--- src/rtl/udfh_defs.svh ---
// Summary of operation
// - ep0 IN stall bit forces STALL answer
// - firmware sets loaded flag, host ACK clears
// - no ACK keeps loaded flag for resend
// - disabled ep1/ep2 ignore IN tokens silently unless their stall bit is set
// - ep1/ep2 toggle flips on ACK, resettable
// - ep1/ep2 stall bit forces STALL answer
// - resets empty every transmit buffer flag
// - loaded buffer streams bytes, then awaits handshake
// - ep0 CRC or stuff error sets fault
// - SETUP over loaded buffer sets overwrite
// - ep0 receive toggle tracks SETUP/OUT data
// - OUT accepted only when empty, unforced
// - ep0 OUT stall bit forces STALL answer
// - good receive sets ep0 loaded flag
// - receive, ACK, event, store, then flag
// - toggle select narrows valid OUT to DATA1
// - OUT stall arm sets both ep0 stalls; with IN arm also set, OUT stall is set and IN stall cleared
// - IN stall arm sets both ep0 stalls; with OUT arm also set, IN stall is set and OUT stall cleared
// - unarmed valid tokens clear opposite stall
`ifndef UDFH_DEFS_SVH
`define UDFH_DEFS_SVH
`define UDFH_IDX_TXD1 8'hE2
`define UDFH_IDX_TXC1 8'hE3
`define UDFH_IDX_TXF1 8'hE4
`define UDFH_IDX_TXD2 8'hE5
`define UDFH_IDX_TXC2 8'hE6
`define UDFH_IDX_TXF2 8'hE7
`define UDFH_IDX_CRW 8'hE9
`define UDFH_IDX_TXD0 8'hEA
`define UDFH_IDX_TXC0 8'hEB
`define UDFH_IDX_TXF0 8'hEC
`define UDFH_IDX_RXD0 8'hED
`define UDFH_IDX_RXC0 8'hEE
`define UDFH_IDX_RXF0 8'hEF
`define UDFH_B_LOADED 0
`define UDFH_B_STALL 1
`define UDFH_B_SEQRST 2
`define UDFH_B_ENABLE 3
`define UDFH_B_NAKF 2
`define UDFH_B_RXTOG 3
`define UDFH_B_OVW 4
`define UDFH_B_FAULT 5
`define UDFH_B_ARM_IN 0
`define UDFH_B_ARM_OUT 1
`define UDFH_B_TOGSEL 2
`define UDFH_BUF_DEPTH 8
`define UDFH_BUF_LIMIT 4'h8
`endif

--- src/rtl/udfh_pkg.sv ---
`default_nettype none
package udfh_pkg;
   typedef enum logic [1:0] {ST_IDLE, ST_SEND, ST_WAIT, ST_RECV} udfh_state_t;
   typedef enum logic [1:0] {RESP_ACK, RESP_NAK, RESP_STALL, RESP_DATA} udfh_resp_t;
   typedef enum logic [1:0] {PID_OUT, PID_IN, PID_SETUP} udfh_pid_t;
endpackage
`default_nettype wire

--- src/rtl/udfh_byte_buf.sv ---
`timescale 1ns/10ps
`default_nettype none
`include "udfh_defs.svh"
module udfh_byte_buf (
   // clock and reset
   input wire logic clk,
   input wire logic rst_n,
   // fill side
   input wire logic clr,
   input wire logic wr,
   input wire logic [7:0] wdata,
   // drain side
   input wire logic [2:0] rd_idx,
   output logic [7:0] rdata,
   output logic [3:0] fill
);
   logic [7:0] mem_r [`UDFH_BUF_DEPTH];
   logic [3:0] wptr_r;
   logic room;

   // bytes past the eighth are dropped rather than wrapping over the first
   assign room = wptr_r < `UDFH_BUF_LIMIT;

   always_ff @(posedge clk or negedge rst_n) begin
      if (!rst_n) begin
         wptr_r <= 4'h0;
      end else if (clr) begin
         wptr_r <= 4'h0;
      end else if (wr && room) begin
         wptr_r <= wptr_r + 4'h1;
      end
   end

   // data storage has no reset, only the pointer does
   always_ff @(posedge clk) begin
      if (wr && room && !clr) begin
         mem_r[wptr_r[2:0]] <= wdata;
      end
   end

   assign rdata = mem_r[rd_idx];
   assign fill = wptr_r;
endmodule // udfh_byte_buf
`default_nettype wire

--- src/rtl/udfh_core.sv ---
// Decided for this implementation: the APB slave port.
`timescale 1ns/10ps
`default_nettype none
`include "udfh_defs.svh"
module udfh_core (
   // apb slave
   input wire logic pclk,
   input wire logic presetn,
   input wire logic psel,
   input wire logic penable,
   input wire logic pwrite,
   input wire logic [11:0] paddr,
   input wire logic [31:0] pwdata,
   output logic [31:0] prdata,
   output logic pready,
   output logic pslverr,
   // serial engine events
   input wire logic usb_reset,
   input wire logic tok_valid,
   input wire logic [1:0] tok_pid,
   input wire logic [1:0] tok_ep,
   input wire logic rx_valid,
   input wire logic [7:0] rx_data,
   input wire logic rx_done,
   input wire logic rx_toggle,
   input wire logic rx_err,
   input wire logic tx_ready,
   input wire logic host_ack,
   input wire logic host_timeout,
   // answers to serial engine
   output logic resp_valid,
   output logic [1:0] resp_code,
   output logic resp_toggle,
   output logic tx_valid,
   output logic [7:0] tx_data,
   output logic tx_last,
   output logic setup_event,
   output logic out_event
);
   localparam logic [7:0] TXDAT_IDX [0:2] = '{`UDFH_IDX_TXD0, `UDFH_IDX_TXD1, `UDFH_IDX_TXD2};
   localparam logic [7:0] TXCNT_IDX [0:2] = '{`UDFH_IDX_TXC0, `UDFH_IDX_TXC1, `UDFH_IDX_TXC2};
   localparam logic [7:0] TXFLG_IDX [0:2] = '{`UDFH_IDX_TXF0, `UDFH_IDX_TXF1, `UDFH_IDX_TXF2};

   udfh_pkg::udfh_state_t state_r;
   logic [2:0] tx_loaded_r, toggle_r, ep12_stall_r, ep12_enable_r;
   logic [3:0] tx_count_r [0:2];
   logic [7:0] tx_rdata [0:2];
   logic ep0_in_stall_r, ep0_out_stall_r, ep0_out_nak_force_r, ep0_rx_loaded_r;
   logic ep0_rx_toggle_r, ep0_setup_overwrite_r, ep0_receive_fault_r;
   logic valid_out_toggle_select_r, stall_arm_on_out_r, stall_arm_on_in_r;
   logic [3:0] rx_count_r, rx_fill, send_idx_r;
   logic [2:0] rx_rptr_r;
   logic [7:0] rx_rdata, rd_val;
   logic [1:0] cur_ep_r;
   logic cur_setup_r, accept_r, pready_r, known;
   logic setup_ph, acc, wr, rd, addr_ok;
   logic ack_ev, in0_ev, out0_ev, setup_ev, good_rx, arm_eff, rx_clr, tok_idle;
   logic [7:0] reg_idx;

   function automatic logic hit(input logic [7:0] idx);
      hit = addr_ok && (reg_idx == idx);
   endfunction

   assign setup_ph = psel && !penable;
   assign acc = psel && penable && pready_r;
   assign wr = acc && pwrite;
   assign rd = acc && !pwrite;
   assign reg_idx = paddr[9:2];
   assign addr_ok = (paddr[11:10] == 2'h0) && (paddr[1:0] == 2'h0);

   assign tok_idle = tok_valid && (state_r == udfh_pkg::ST_IDLE);
   assign ack_ev = (state_r == udfh_pkg::ST_WAIT) && host_ack;
   assign in0_ev = ack_ev && (cur_ep_r == 2'h0);
   assign good_rx = (state_r == udfh_pkg::ST_RECV) && rx_done && !rx_err && accept_r;
   assign out0_ev = good_rx && !cur_setup_r;
   assign setup_ev = good_rx && cur_setup_r;
   // an OUT carrying DATA0 does not arm stalls when DATA1 only is selected
   assign arm_eff = stall_arm_on_out_r && (!valid_out_toggle_select_r || rx_toggle);
   assign rx_clr = tok_idle && (tok_ep == 2'h0) && (tok_pid == udfh_pkg::PID_SETUP
      || (tok_pid == udfh_pkg::PID_OUT && !ep0_out_stall_r && !ep0_out_nak_force_r && !ep0_rx_loaded_r));

   genvar g;
   generate
      for (g = 0; g < 3; g++) begin : g_tx
         udfh_byte_buf u_buf (
            .clk(pclk),
            .rst_n(presetn),
            .clr(wr && hit(TXFLG_IDX[g]) && pwdata[`UDFH_B_LOADED]),
            .wr(wr && hit(TXDAT_IDX[g])),
            .wdata(pwdata[7:0]),
            .rd_idx(send_idx_r[2:0]),
            .rdata(tx_rdata[g]),
            .fill()
         );
      end
   endgenerate

   udfh_byte_buf u_rx (
      .clk(pclk),
      .rst_n(presetn),
      .clr(rx_clr),
      .wr((state_r == udfh_pkg::ST_RECV) && rx_valid && accept_r),
      .wdata(rx_data),
      .rd_idx(rx_rptr_r),
      .rdata(rx_rdata),
      .fill(rx_fill)
   );

   // transmit flags, counts, toggles, ep1/ep2 stall and enable
   always_ff @(posedge pclk or negedge presetn) begin
      if (!presetn) begin
         tx_loaded_r <= 3'h0;
         toggle_r <= 3'h0;
         ep12_stall_r <= 3'h0;
         ep12_enable_r <= 3'h0;
         for (int i = 0; i < 3; i++) tx_count_r[i] <= 4'h0;
      end else if (usb_reset) begin
         tx_loaded_r <= 3'h0;
         toggle_r <= 3'h0;
         ep12_stall_r <= 3'h0;
         ep12_enable_r <= 3'h0;
      end else begin
         for (int i = 0; i < 3; i++) begin
            if (ack_ev && (cur_ep_r == 2'(i))) begin
               tx_loaded_r[i] <= 1'b0;
               toggle_r[i] <= !toggle_r[i];
            end
            if (wr && hit(TXCNT_IDX[i])) begin
               tx_count_r[i] <= pwdata[3:0];
            end
            // a firmware load in the ACK cycle wins: it is new data
            if (wr && hit(TXFLG_IDX[i])) begin
               tx_loaded_r[i] <= pwdata[`UDFH_B_LOADED];
               if (i > 0) begin
                  ep12_stall_r[i] <= pwdata[`UDFH_B_STALL];
                  ep12_enable_r[i] <= pwdata[`UDFH_B_ENABLE];
                  if (pwdata[`UDFH_B_SEQRST]) toggle_r[i] <= 1'b0;
               end
            end
         end
         // control data stage after SETUP starts at DATA1
         if (setup_ev) toggle_r[0] <= 1'b1;
      end
   end

   // ep0 stall bits; hardware updates land after firmware writes
   always_ff @(posedge pclk or negedge presetn) begin
      if (!presetn) begin
         ep0_in_stall_r <= 1'b0;
         ep0_out_stall_r <= 1'b0;
      end else if (usb_reset) begin
         ep0_in_stall_r <= 1'b0;
         ep0_out_stall_r <= 1'b0;
      end else begin
         if (wr && hit(`UDFH_IDX_TXF0)) ep0_in_stall_r <= pwdata[`UDFH_B_STALL];
         if (wr && hit(`UDFH_IDX_RXF0)) ep0_out_stall_r <= pwdata[`UDFH_B_STALL];
         if (in0_ev) begin
            ep0_out_stall_r <= stall_arm_on_in_r && !stall_arm_on_out_r;
            if (stall_arm_on_in_r) ep0_in_stall_r <= 1'b1;
         end
         if (out0_ev) begin
            ep0_in_stall_r <= arm_eff && !stall_arm_on_in_r;
            if (arm_eff) ep0_out_stall_r <= 1'b1;
         end
      end
   end

   // ep0 receive flags; a hardware set beats a same-cycle clear
   always_ff @(posedge pclk or negedge presetn) begin
      if (!presetn) begin
         ep0_rx_loaded_r <= 1'b0;
         ep0_receive_fault_r <= 1'b0;
         ep0_setup_overwrite_r <= 1'b0;
         ep0_rx_toggle_r <= 1'b0;
         ep0_out_nak_force_r <= 1'b0;
         rx_count_r <= 4'h0;
         rx_rptr_r <= 3'h0;
      end else if (usb_reset) begin
         ep0_rx_loaded_r <= 1'b0;
         ep0_receive_fault_r <= 1'b0;
         ep0_setup_overwrite_r <= 1'b0;
         ep0_rx_toggle_r <= 1'b0;
         ep0_out_nak_force_r <= 1'b0;
      end else begin
         if (wr && hit(`UDFH_IDX_RXF0)) begin
            ep0_out_nak_force_r <= pwdata[`UDFH_B_NAKF];
            if (!pwdata[`UDFH_B_FAULT]) ep0_receive_fault_r <= 1'b0;
            if (!pwdata[`UDFH_B_LOADED]) begin
               ep0_rx_loaded_r <= 1'b0;
               ep0_setup_overwrite_r <= 1'b0;
            end
         end
         if (rd && hit(`UDFH_IDX_RXD0)) rx_rptr_r <= rx_rptr_r + 3'h1;
         if ((state_r == udfh_pkg::ST_RECV) && rx_done && rx_err) begin
            ep0_receive_fault_r <= 1'b1;
         end
         if (tok_idle && (tok_ep == 2'h0) && (tok_pid == udfh_pkg::PID_SETUP) && ep0_rx_loaded_r) begin
            ep0_setup_overwrite_r <= 1'b1;
         end
         if (good_rx) begin
            ep0_rx_loaded_r <= 1'b1;
            ep0_rx_toggle_r <= rx_toggle;
            rx_count_r <= rx_fill;
            rx_rptr_r <= 3'h0;
         end
      end
   end

   // stall arming; a SETUP returns it to its idle value
   always_ff @(posedge pclk or negedge presetn) begin
      if (!presetn) begin
         valid_out_toggle_select_r <= 1'b0;
         stall_arm_on_out_r <= 1'b0;
         stall_arm_on_in_r <= 1'b0;
      end else if (usb_reset || setup_ev) begin
         valid_out_toggle_select_r <= 1'b0;
         stall_arm_on_out_r <= 1'b0;
         stall_arm_on_in_r <= 1'b0;
      end else if (wr && hit(`UDFH_IDX_CRW)) begin
         valid_out_toggle_select_r <= pwdata[`UDFH_B_TOGSEL];
         stall_arm_on_out_r <= pwdata[`UDFH_B_ARM_OUT];
         stall_arm_on_in_r <= pwdata[`UDFH_B_ARM_IN];
      end
   end

   // transaction sequencer and answers
   always_ff @(posedge pclk or negedge presetn) begin
      if (!presetn) begin
         state_r <= udfh_pkg::ST_IDLE;
         cur_ep_r <= 2'h0;
         cur_setup_r <= 1'b0;
         accept_r <= 1'b0;
         send_idx_r <= 4'h0;
         resp_valid <= 1'b0;
         resp_code <= 2'h0;
         resp_toggle <= 1'b0;
         tx_valid <= 1'b0;
         tx_data <= 8'h00;
         tx_last <= 1'b0;
         setup_event <= 1'b0;
         out_event <= 1'b0;
      end else begin
         resp_valid <= 1'b0;
         tx_valid <= 1'b0;
         tx_last <= 1'b0;
         setup_event <= 1'b0;
         out_event <= 1'b0;
         if (usb_reset) begin
            state_r <= udfh_pkg::ST_IDLE;
         end else begin
            case (state_r)
               udfh_pkg::ST_IDLE: begin
                  if (tok_valid && (tok_pid == udfh_pkg::PID_IN) && (tok_ep != 2'h3)) begin
                     cur_ep_r <= tok_ep;
                     send_idx_r <= 4'h0;
                     if ((tok_ep == 2'h0) ? ep0_in_stall_r : ep12_stall_r[tok_ep]) begin
                        resp_valid <= 1'b1;
                        resp_code <= udfh_pkg::RESP_STALL;
                     end else if ((tok_ep != 2'h0) && !ep12_enable_r[tok_ep]) begin
                        resp_valid <= 1'b0;
                     end else if (tx_loaded_r[tok_ep]) begin
                        resp_valid <= 1'b1;
                        resp_code <= udfh_pkg::RESP_DATA;
                        resp_toggle <= toggle_r[tok_ep];
                        state_r <= (tx_count_r[tok_ep] == 4'h0) ? udfh_pkg::ST_WAIT : udfh_pkg::ST_SEND;
                     end else begin
                        resp_valid <= 1'b1;
                        resp_code <= udfh_pkg::RESP_NAK;
                     end
                  end else if (tok_valid && (tok_pid != udfh_pkg::PID_IN) && (tok_ep == 2'h0)) begin
                     cur_ep_r <= 2'h0;
                     cur_setup_r <= (tok_pid == udfh_pkg::PID_SETUP);
                     accept_r <= rx_clr;
                     state_r <= udfh_pkg::ST_RECV;
                  end
               end
               udfh_pkg::ST_SEND: begin
                  if (tx_ready) begin
                     tx_valid <= 1'b1;
                     tx_data <= tx_rdata[cur_ep_r];
                     send_idx_r <= send_idx_r + 4'h1;
                     if (send_idx_r + 4'h1 >= tx_count_r[cur_ep_r]) begin
                        tx_last <= 1'b1;
                        state_r <= udfh_pkg::ST_WAIT;
                     end
                  end
               end
               udfh_pkg::ST_WAIT: begin
                  // without an ACK the loaded flag is left alone for a retry
                  if (host_ack || host_timeout || tok_valid) begin
                     state_r <= udfh_pkg::ST_IDLE;
                  end
               end
               udfh_pkg::ST_RECV: begin
                  if (rx_done) begin
                     state_r <= udfh_pkg::ST_IDLE;
                     // errored data gets no handshake so the host retries
                     if (!rx_err) begin
                        resp_valid <= 1'b1;
                        if (!cur_setup_r && ep0_out_stall_r) begin
                           resp_code <= udfh_pkg::RESP_STALL;
                        end else if (!accept_r) begin
                           resp_code <= udfh_pkg::RESP_NAK;
                        end else begin
                           resp_code <= udfh_pkg::RESP_ACK;
                           setup_event <= cur_setup_r;
                           out_event <= !cur_setup_r;
                        end
                     end
                  end
               end
               default: state_r <= udfh_pkg::ST_IDLE;
            endcase
         end
      end
   end

   // read mux; write-only data and count ports read as zero
   always_comb begin
      rd_val = 8'h00;
      known = 1'b0;
      for (int i = 0; i < 3; i++) begin
         if (hit(TXDAT_IDX[i]) || hit(TXCNT_IDX[i])) known = 1'b1;
         if (hit(TXFLG_IDX[i])) begin
            known = 1'b1;
            rd_val[`UDFH_B_LOADED] = tx_loaded_r[i];
            rd_val[`UDFH_B_STALL] = (i == 0) ? ep0_in_stall_r : ep12_stall_r[i];
            rd_val[`UDFH_B_ENABLE] = (i == 0) ? 1'b0 : ep12_enable_r[i];
         end
      end
      if (hit(`UDFH_IDX_RXD0)) begin
         known = 1'b1;
         rd_val = rx_rdata;
      end
      if (hit(`UDFH_IDX_RXC0)) begin
         known = 1'b1;
         rd_val = {4'h0, rx_count_r};
      end
      if (hit(`UDFH_IDX_RXF0)) begin
         known = 1'b1;
         rd_val = {2'h0, ep0_receive_fault_r, ep0_setup_overwrite_r, ep0_rx_toggle_r,
                   ep0_out_nak_force_r, ep0_out_stall_r, ep0_rx_loaded_r};
      end
      if (hit(`UDFH_IDX_CRW)) begin
         known = 1'b1;
         rd_val = {5'h00, valid_out_toggle_select_r, stall_arm_on_out_r, stall_arm_on_in_r};
      end
   end

   // every access takes exactly one access cycle
   always_ff @(posedge pclk or negedge presetn) begin
      if (!presetn) begin
         pready_r <= 1'b0;
         pslverr <= 1'b0;
         prdata <= 32'h0000_0000;
      end else begin
         pready_r <= setup_ph;
         pslverr <= setup_ph && !known;
         if (setup_ph) prdata <= {24'h00_0000, rd_val};
      end
   end
   assign pready = pready_r;
endmodule // udfh_core
`default_nettype wire

--- config.mk ---
export PLATFORM = sky130hd
export DESIGN_NAME = udfh_core
export DESIGN_NICKNAME = d
export VERILOG_FILES = /design/src/rtl/udfh_pkg.sv /design/src/rtl/udfh_byte_buf.sv /design/src/rtl/udfh_core.sv
export VERILOG_INCLUDE_DIRS = /design/src /design/src/rtl
export SDC_FILE = /design/constraint.sdc
export NUM_CORES = 1
export LEC_CHECK = 0
export ABC_CLOCK_PERIOD_IN_PS = 3730
export BUFFER_PORTS_ARGS = -buffer_cell sky130_fd_sc_hd__clkbuf_2
export CORE_ASPECT_RATIO = 1.75
export CORE_UTILIZATION = 60
export DETAILED_ROUTE_END_ITERATION = 10
export PLACE_DENSITY = 0.89
export SLEW_MARGIN = 20
export SYNTH_ARGS = -nofsm -noshare
export SYNTH_HDL_FRONTEND = slang
export SYNTH_HIERARCHICAL = 1
export SYNTH_SLANG_ARGS = --single-unit
--- constraint.sdc ---
create_clock -name pclk -period 3.73 [get_ports pclk]
set_input_delay 0.9325 -clock pclk [delete_from_list [all_inputs] [get_ports pclk]]
set_output_delay 0.9325 -clock pclk [all_outputs]
set_load 0.1 [all_outputs]
Yosys cells after proc, flatten, opt, wreduce, memory -nomap -nowiden
Memory sizes are Yosys's and may differ from the RTL's.
Index checks and enable logic that the tools add are counted.
{"block": "totals", "regBits": 91, "latch_bits": 0, "ramBits": 256, "mem_bits_ro": 0, "in_bits": 70, "out_inout_bits": 50, "word_cells": 407, "mem_count": 4}
{"block": "op_classes", "n_addsub": 6, "mul": 0, "div_mod_pow": 0, "n_lt_le_gt_ge": 8, "eq_ne": 38, "shifts": 0, "mux": 159, "bitwise": 6, "reduce_logical": 142}
{"memory": "g_tx[0].u_buf.mem_r", "depth": 8, "word_bits": 8, "read_ports": 1, "rd_ports_with_merged_regs": 0, "wr": 1, "line": "udfh_byte_buf.sv:17", "source": "logic [7:0] mem_r [`UDFH_BUF_DEPTH];"}
{"memory": "g_tx[1].u_buf.mem_r", "depth": 8, "word_bits": 8, "read_ports": 1, "rd_ports_with_merged_regs": 0, "wr": 1, "line": "udfh_byte_buf.sv:17"}
{"memory": "g_tx[2].u_buf.mem_r", "depth": 8, "word_bits": 8, "read_ports": 1, "rd_ports_with_merged_regs": 0, "wr": 1, "line": "udfh_byte_buf.sv:17"}
{"memory": "u_rx.mem_r", "depth": 8, "word_bits": 8, "read_ports": 1, "rd_ports_with_merged_regs": 0, "wr": 1, "line": "udfh_byte_buf.sv:17"}
{"cell": "8-bit == test (second input constant)", "count": 13}
{"cell": "1-bit two-way mux", "count": 99}
{"cell": "1-bit logical AND", "count": 72}
{"cell": "4-bit two-way mux", "count": 14}
{"cell": "2-bit two-way mux", "count": 25}
{"cell": "8-bit two-way mux", "count": 6}
{"cell": "2-bit nonzero test", "count": 14}
{"cell": "3-bit nonzero test", "count": 7}
{"cell": "4-bit by 1-bit adder with 4-bit output (second input constant)", "count": 5}
{"cell": "1-bit logical NOT", "count": 19}
{"cell": "4-bit binary-select mux with 2-bit select", "count": 2}
{"cell": "8-bit binary-select mux with 2-bit select", "count": 1}
{"cell": "4-bit less-than comparator (second input constant)", "count": 4}
{"cell": "2-bit AND reduction", "count": 8}
{"cell": "2-bit logical NOT", "count": 6}
{"cell": "3-bit two-way mux", "count": 4}
{"cell": "3-bit != test (second input constant)", "count": 4}
{"cell": "6-bit AND reduction", "count": 2}
{"cell": "3-bit by 1-bit != test with 1-bit output (second input constant)", "count": 3}
{"cell": "1-bit binary-select mux with 2-bit select", "count": 4}
{"cell": "2-bit == test (second input constant)", "count": 4}
{"cell": "1-bit logical OR", "count": 8}
{"cell": "2-bit != test (second input constant)", "count": 4}
{"cell": "4-bit != test (second input constant)", "count": 2}
{"cell": "19 further kinds", "count": 29}

Longest topological paths before layout
{"block": "logic_depth", "ltp_word": 16, "ltp_mapped": 11, "ltp_nobuf": 9}

Cells and area by module
The synthesis kept the hierarchy.
{"mod": "udfh_byte_buf at g_tx[0].u_buf ...", "instances": 3, "cells_each": 121, "area_each_um2": 2712.6, "seq_area_each_um2": 2021.9}
{"mod": "udfh_core", "instances": 1, "cells_each": 493, "area_each_um2": 4514.3, "seq_area_each_um2": 1876.8}
{"mod": "udfh_byte_buf at u_rx", "instances": 1, "cells_each": 121, "area_each_um2": 2711.4, "seq_area_each_um2": 2021.9}

Worst setup path after synthesis
No wires, ideal clock.
{"block": "synth_timing", "kind": "input to register", "from": "input paddr[1]", "to": "memory g_tx[2].u_buf.mem_r[0][0], enable pin", "arrival_time_ns": 3.439, "required_ns": 3.347, "path_slack_ns": -0.092, "cell_stages": 7, "cell_sequence": "nor4b_2 > nand3_1 > or3b_1 > nor2_1 > nor2b_1 > or3b_2 > nor3_1"}
{"block": "synth_via", "elab_chain_cells": 9, "elab_cells_between_ends": 12}
{"element": "start: declaration", "line": "udfh_core.sv:12", "source": "input wire logic [11:0] paddr,"}
{"element": "2-bit logical NOT *", "line": "udfh_core.sv:69", "source": "assign addr_ok = (paddr[11:10] == 2'h0) && (paddr[1:0] == 2'h0);"}
{"element": "1-bit logical AND *", "line": "udfh_core.sv:69"}
{"element": "1-bit logical AND", "line": "udfh_core.sv:61", "source": "hit = addr_ok && (reg_idx == idx);"}
{"element": "1-bit logical AND (2 in series)", "line": "udfh_core.sv:88", "source": ".clr(wr && hit(TXFLG_IDX[g]) && pwdata[`UDFH_B_LOADED]),"}
{"element": "1-bit logical NOT", "line": "udfh_byte_buf.sv:36", "source": "if (wr && room && !clr) begin"}
{"element": "1-bit logical AND *", "line": "udfh_byte_buf.sv:36"}
{"element": "1-bit two-way mux *", "line": "udfh_byte_buf.sv:36"}
{"element": "1-bit two-way mux (not written as such) *", "line": "udfh_byte_buf.sv:37", "source": "mem_r[wptr_r[2:0]] <= wdata;"}
{"element": "end: declaration", "line": "udfh_byte_buf.sv:17"}
Every way passes the cells marked *; elsewhere a longest branch is shown, timed or not.

Worst setup path after layout
{"block": "layout_timing", "from": "input paddr[1]", "to": "memory g_tx[2].u_buf.mem_r[0][2], enable pin"}
The elaborated chain is that of the path after synthesis.

==> results.json <==
{
  "rows": 77,
  "utilization_pct": 67.9,
  "viasPerCell": 6.41,
  "critPathCaptureType": "flip-flop",
  "synth_edf_count": 256,
  "crit_type": "in -> reg",
  "start_util_pct": 60.9,
  "gr-total-overflow": 0,
  "place_area_um2": 16200,
  "rr_endpoint": "state_r[1]$_DFFE_PN0P_",
  "synthAdderAreaFrac_pct": 1.22,
  "fin_nets": 1179,
  "worstPathCellList": "clkbuf_2 -> nor4b_2 -> nand3_1 -> or3b_1 -> nor2_1 -> nor2b_1 -> or3b_2 -> nor3_2 -> buf_4",
  "cp_slowest_cell": "or3b_2",
  "synth_top_family_by_area": "multiplexers",
  "ff_latch_area_um2": 9970,
  "ios": 120,
  "holdWs_ns": 0.448,
  "dieArea_um2": 26300,
  "setup_tns_ns": 0,
  "die_x_um": 123,
  "cts_made_buffers": 29,
  "synth_top_area_share_pct": 50.0,
  "finalWorstPathRequiredPeriod_ns": 3.10,
  "drc": 0,
  "cp_slowest_stage_delay_ns": 0.52,
  "io_buffers": 71,
  "final_cells": 1432,
  "ys.flop_type": "edfxtp_1",
  "synthSimpleGateAreaFrac_pct": 9.14,
  "grt_pass1_vias": 9422,
  "rr_worst_depth": 9,
  "clk_path_buf_depth": 3,
  "relSlewSlack_pct": 35.2,
  "ys_seq_area_share_pct": 64.9,
  "preCtsSetupSlack_ns": 0.0313,
  "post_drt_wl_per_cell_um": 24.8,
  "postCtsSetupBuffers": 0,
  "htreeDepth": 1,
  "ir_drop_v": 0.000447,
  "ys_types": 71,
  "syn_area_um2": 15400,
  "cap_viol_max_count": 0,
  "cpLargestDelayFamily": "simple AND/OR/NAND/NOR gates",
  "yosysMostFrequentCell": "edfxtp_1",
  "antenna_found_initial": 1,
  "fillers": 1568,
  "synth_seq_cells": 347,
  "worst_slew_pin_slew_ns": 0.972,
  "dp.cells": 1379,
  "synth_area_leaders": "edfxtp_1, dfrtp_1, mux4_1, mux2_2, nor2_1",
  "p_leak_nw": 6.48,
  "cts.sinks": 347,
  "fin_ws_ns": 0.632,
  "cts_tree": "done",
  "synthMuxAreaShare_pct": 16.6,
  "syn_avg_cell_area_um2": 15.7,
  "routabilityCongestion": 0.900,
  "reg2reg_slack_ns": 0.79,
  "drv_slew": 0,
  "cts_hold_buf": 0,
  "clk_latency_ns": 0.57,
  "postRouteAntennaNets": 0,
  "async_flop_share_pct": 26.2,
  "cts-root-buf": "clkbuf_16",
  "drt_wl_total_um": 35500,
  "critPathLaunchType": "input pin",
  "grt_max_degree": 62,
  "track_usage_pct": 28.4,
  "hp-class": "in -> async",
  "p_total_mw": 9.29,
  "dr.pass1.iters": 5,
  "critPathMaxFanout": 8,
  "rsz0062_at_grt": "false",
  "skew_ns": 0.0138,
  "hpwl_um": 23500,
  "num_vias": 9177,
  "clk_pin_slew_ns": 0.07,
  "drive_above_1_share_pct": 21.1,
  "first_iter_violations": 876,
  "die_y_um": 214,
  "cp_num_buf_inv": 2,
  "synth_commonest_cells": "edfxtp_1, dfrtp_1, nor2_1",
  "r2r_start": "cur_ep_r[1]$_DFFE_PN0P_",
  "synth_top_area_cell": "edfxtp_1",
  "startpoint": "paddr[1]",
  "synth_compound_gate_area_share_pct": 4.13,
  "cts_resized": 0,
  "period_share_pct": 83.1,
  "postSynthCellCount": 977,
  "status": "finished, final reports clean",
  "synthXorXnorAreaFrac_pct": 0.798,
  "setup_viol": 0,
  "required_ns": 4.00,
  "core_area_um2": 25200,
  "synthToLayoutAreaGrowth_pct": 11.6,
  "fin_area_um2": 17100,
  "power_density_nw_per_um2": 542,
  "worstPathArrival_ns": 3.37,
  "synth_warnings": 6,
  "finalHoldViolCount": 0,
  "max_clock_freq_mhz": 323,
  "grt_pass1_wl_um": 53800,
  "multi_input_area_um2": 5000,
  "antennaDiodeCount": 0
}
==> logic make-up after synthesis <==
logic type,Yosys count
AOI/OAI and AO/OA,102
xor gates and xnor gates,14
adders and majority gates,15
buffers and inverters,81
DFF,347
muxes,146
other,1
and+or+nand+nor,271
==> area by class of cell <==
class	instances	share of cell area, %
clock buffers	33	4.32
well taps	316	2.31
multi-input cells	572	29.2
inverters	19	0.416
flip-flops and latches	347	58.1
repair buffers	125	4.52
clock inverters	20	1.14
==> worst max path at each step <==
stage,endpoint,slack (ns),cells past startpoint
floorplan,g_tx[2].u_buf/mem_r[4][0]$_DFFE_PP_,0.13,7
global placement,g_tx[1].u_buf/mem_r[1][2]$_DFFE_PP_,0.008,8
CTS,g_tx[1].u_buf/mem_r[1][5]$_DFFE_PP_,0.61,8
global route,g_tx[2].u_buf/mem_r[0][2]$_DFFE_PP_,0.51,9
detailed placement,g_tx[1].u_buf/mem_r[1][2]$_DFFE_PP_,0.03,8
finish,g_tx[2].u_buf/mem_r[0][2]$_DFFE_PP_,0.63,9
==> sequential cells by signal, indices dropped and copies added, names as in the netlist, 4 cells and up <==
| signal | flops |
|---|---|
| g_tx.u_buf/mem_r | 192 |
| prdata | 8 |
| tx_data | 8 |
| tx_count_r | 12 |
| u_rx/mem_r | 64 |
| rx_count_r | 4 |
| send_idx_r | 4 |
| u_rx/fill | 4 |
| g_tx.u_buf/fill | 12 |
==> where the power goes <==
part	internal, mW	switching [mW]
registers	4.25	0.194
clock network	1.64	1.39
logic	0.656	1.16
==> routing by layer <==
layer | global-route usage (%) | share of wire [%] | vias up
li1 | - | - | 4004
met1 | 31.7 | 34 | 4546
met2 | 52.3 | 55 | 494
met3 | 3.56 | 5.6 | 133
met4 | 14.8 | 5.3 | 0
met5 | 0 | 0 | -
==> worst reg2reg max path: cells and delay by family (launching register included) <==
| kind | cells | cell delay [ns] |
|---|---|---|
| DFF | 1 | 0.92 |
| AOI/OAI and AO/OA | 4 | 0.87 |
| and+or+nand+nor | 3 | 0.53 |
| adders and majority gates | 1 | 0.30 |
| muxes | 1 | 0.23 |
==> layout by cell type (no fill, tap or decap), types with 24 or more instances in the layout <==
cell       netlist  routed
a21oi_1         31      31
buf_4           24      54
clkbuf_16        0      29
clkbuf_2         0      70
conb_1           1      24
dfrtp_1         91      89
edfxtp_1       256     256
mux2_2          46      46
mux2i_1         31      31
mux4_1          60      60
nand2_1         52      52
nor2_1          87      87
nor3_1          26      24
o21ai_0         25      25
No activity file was read; power rests on OpenSTA's default activity.
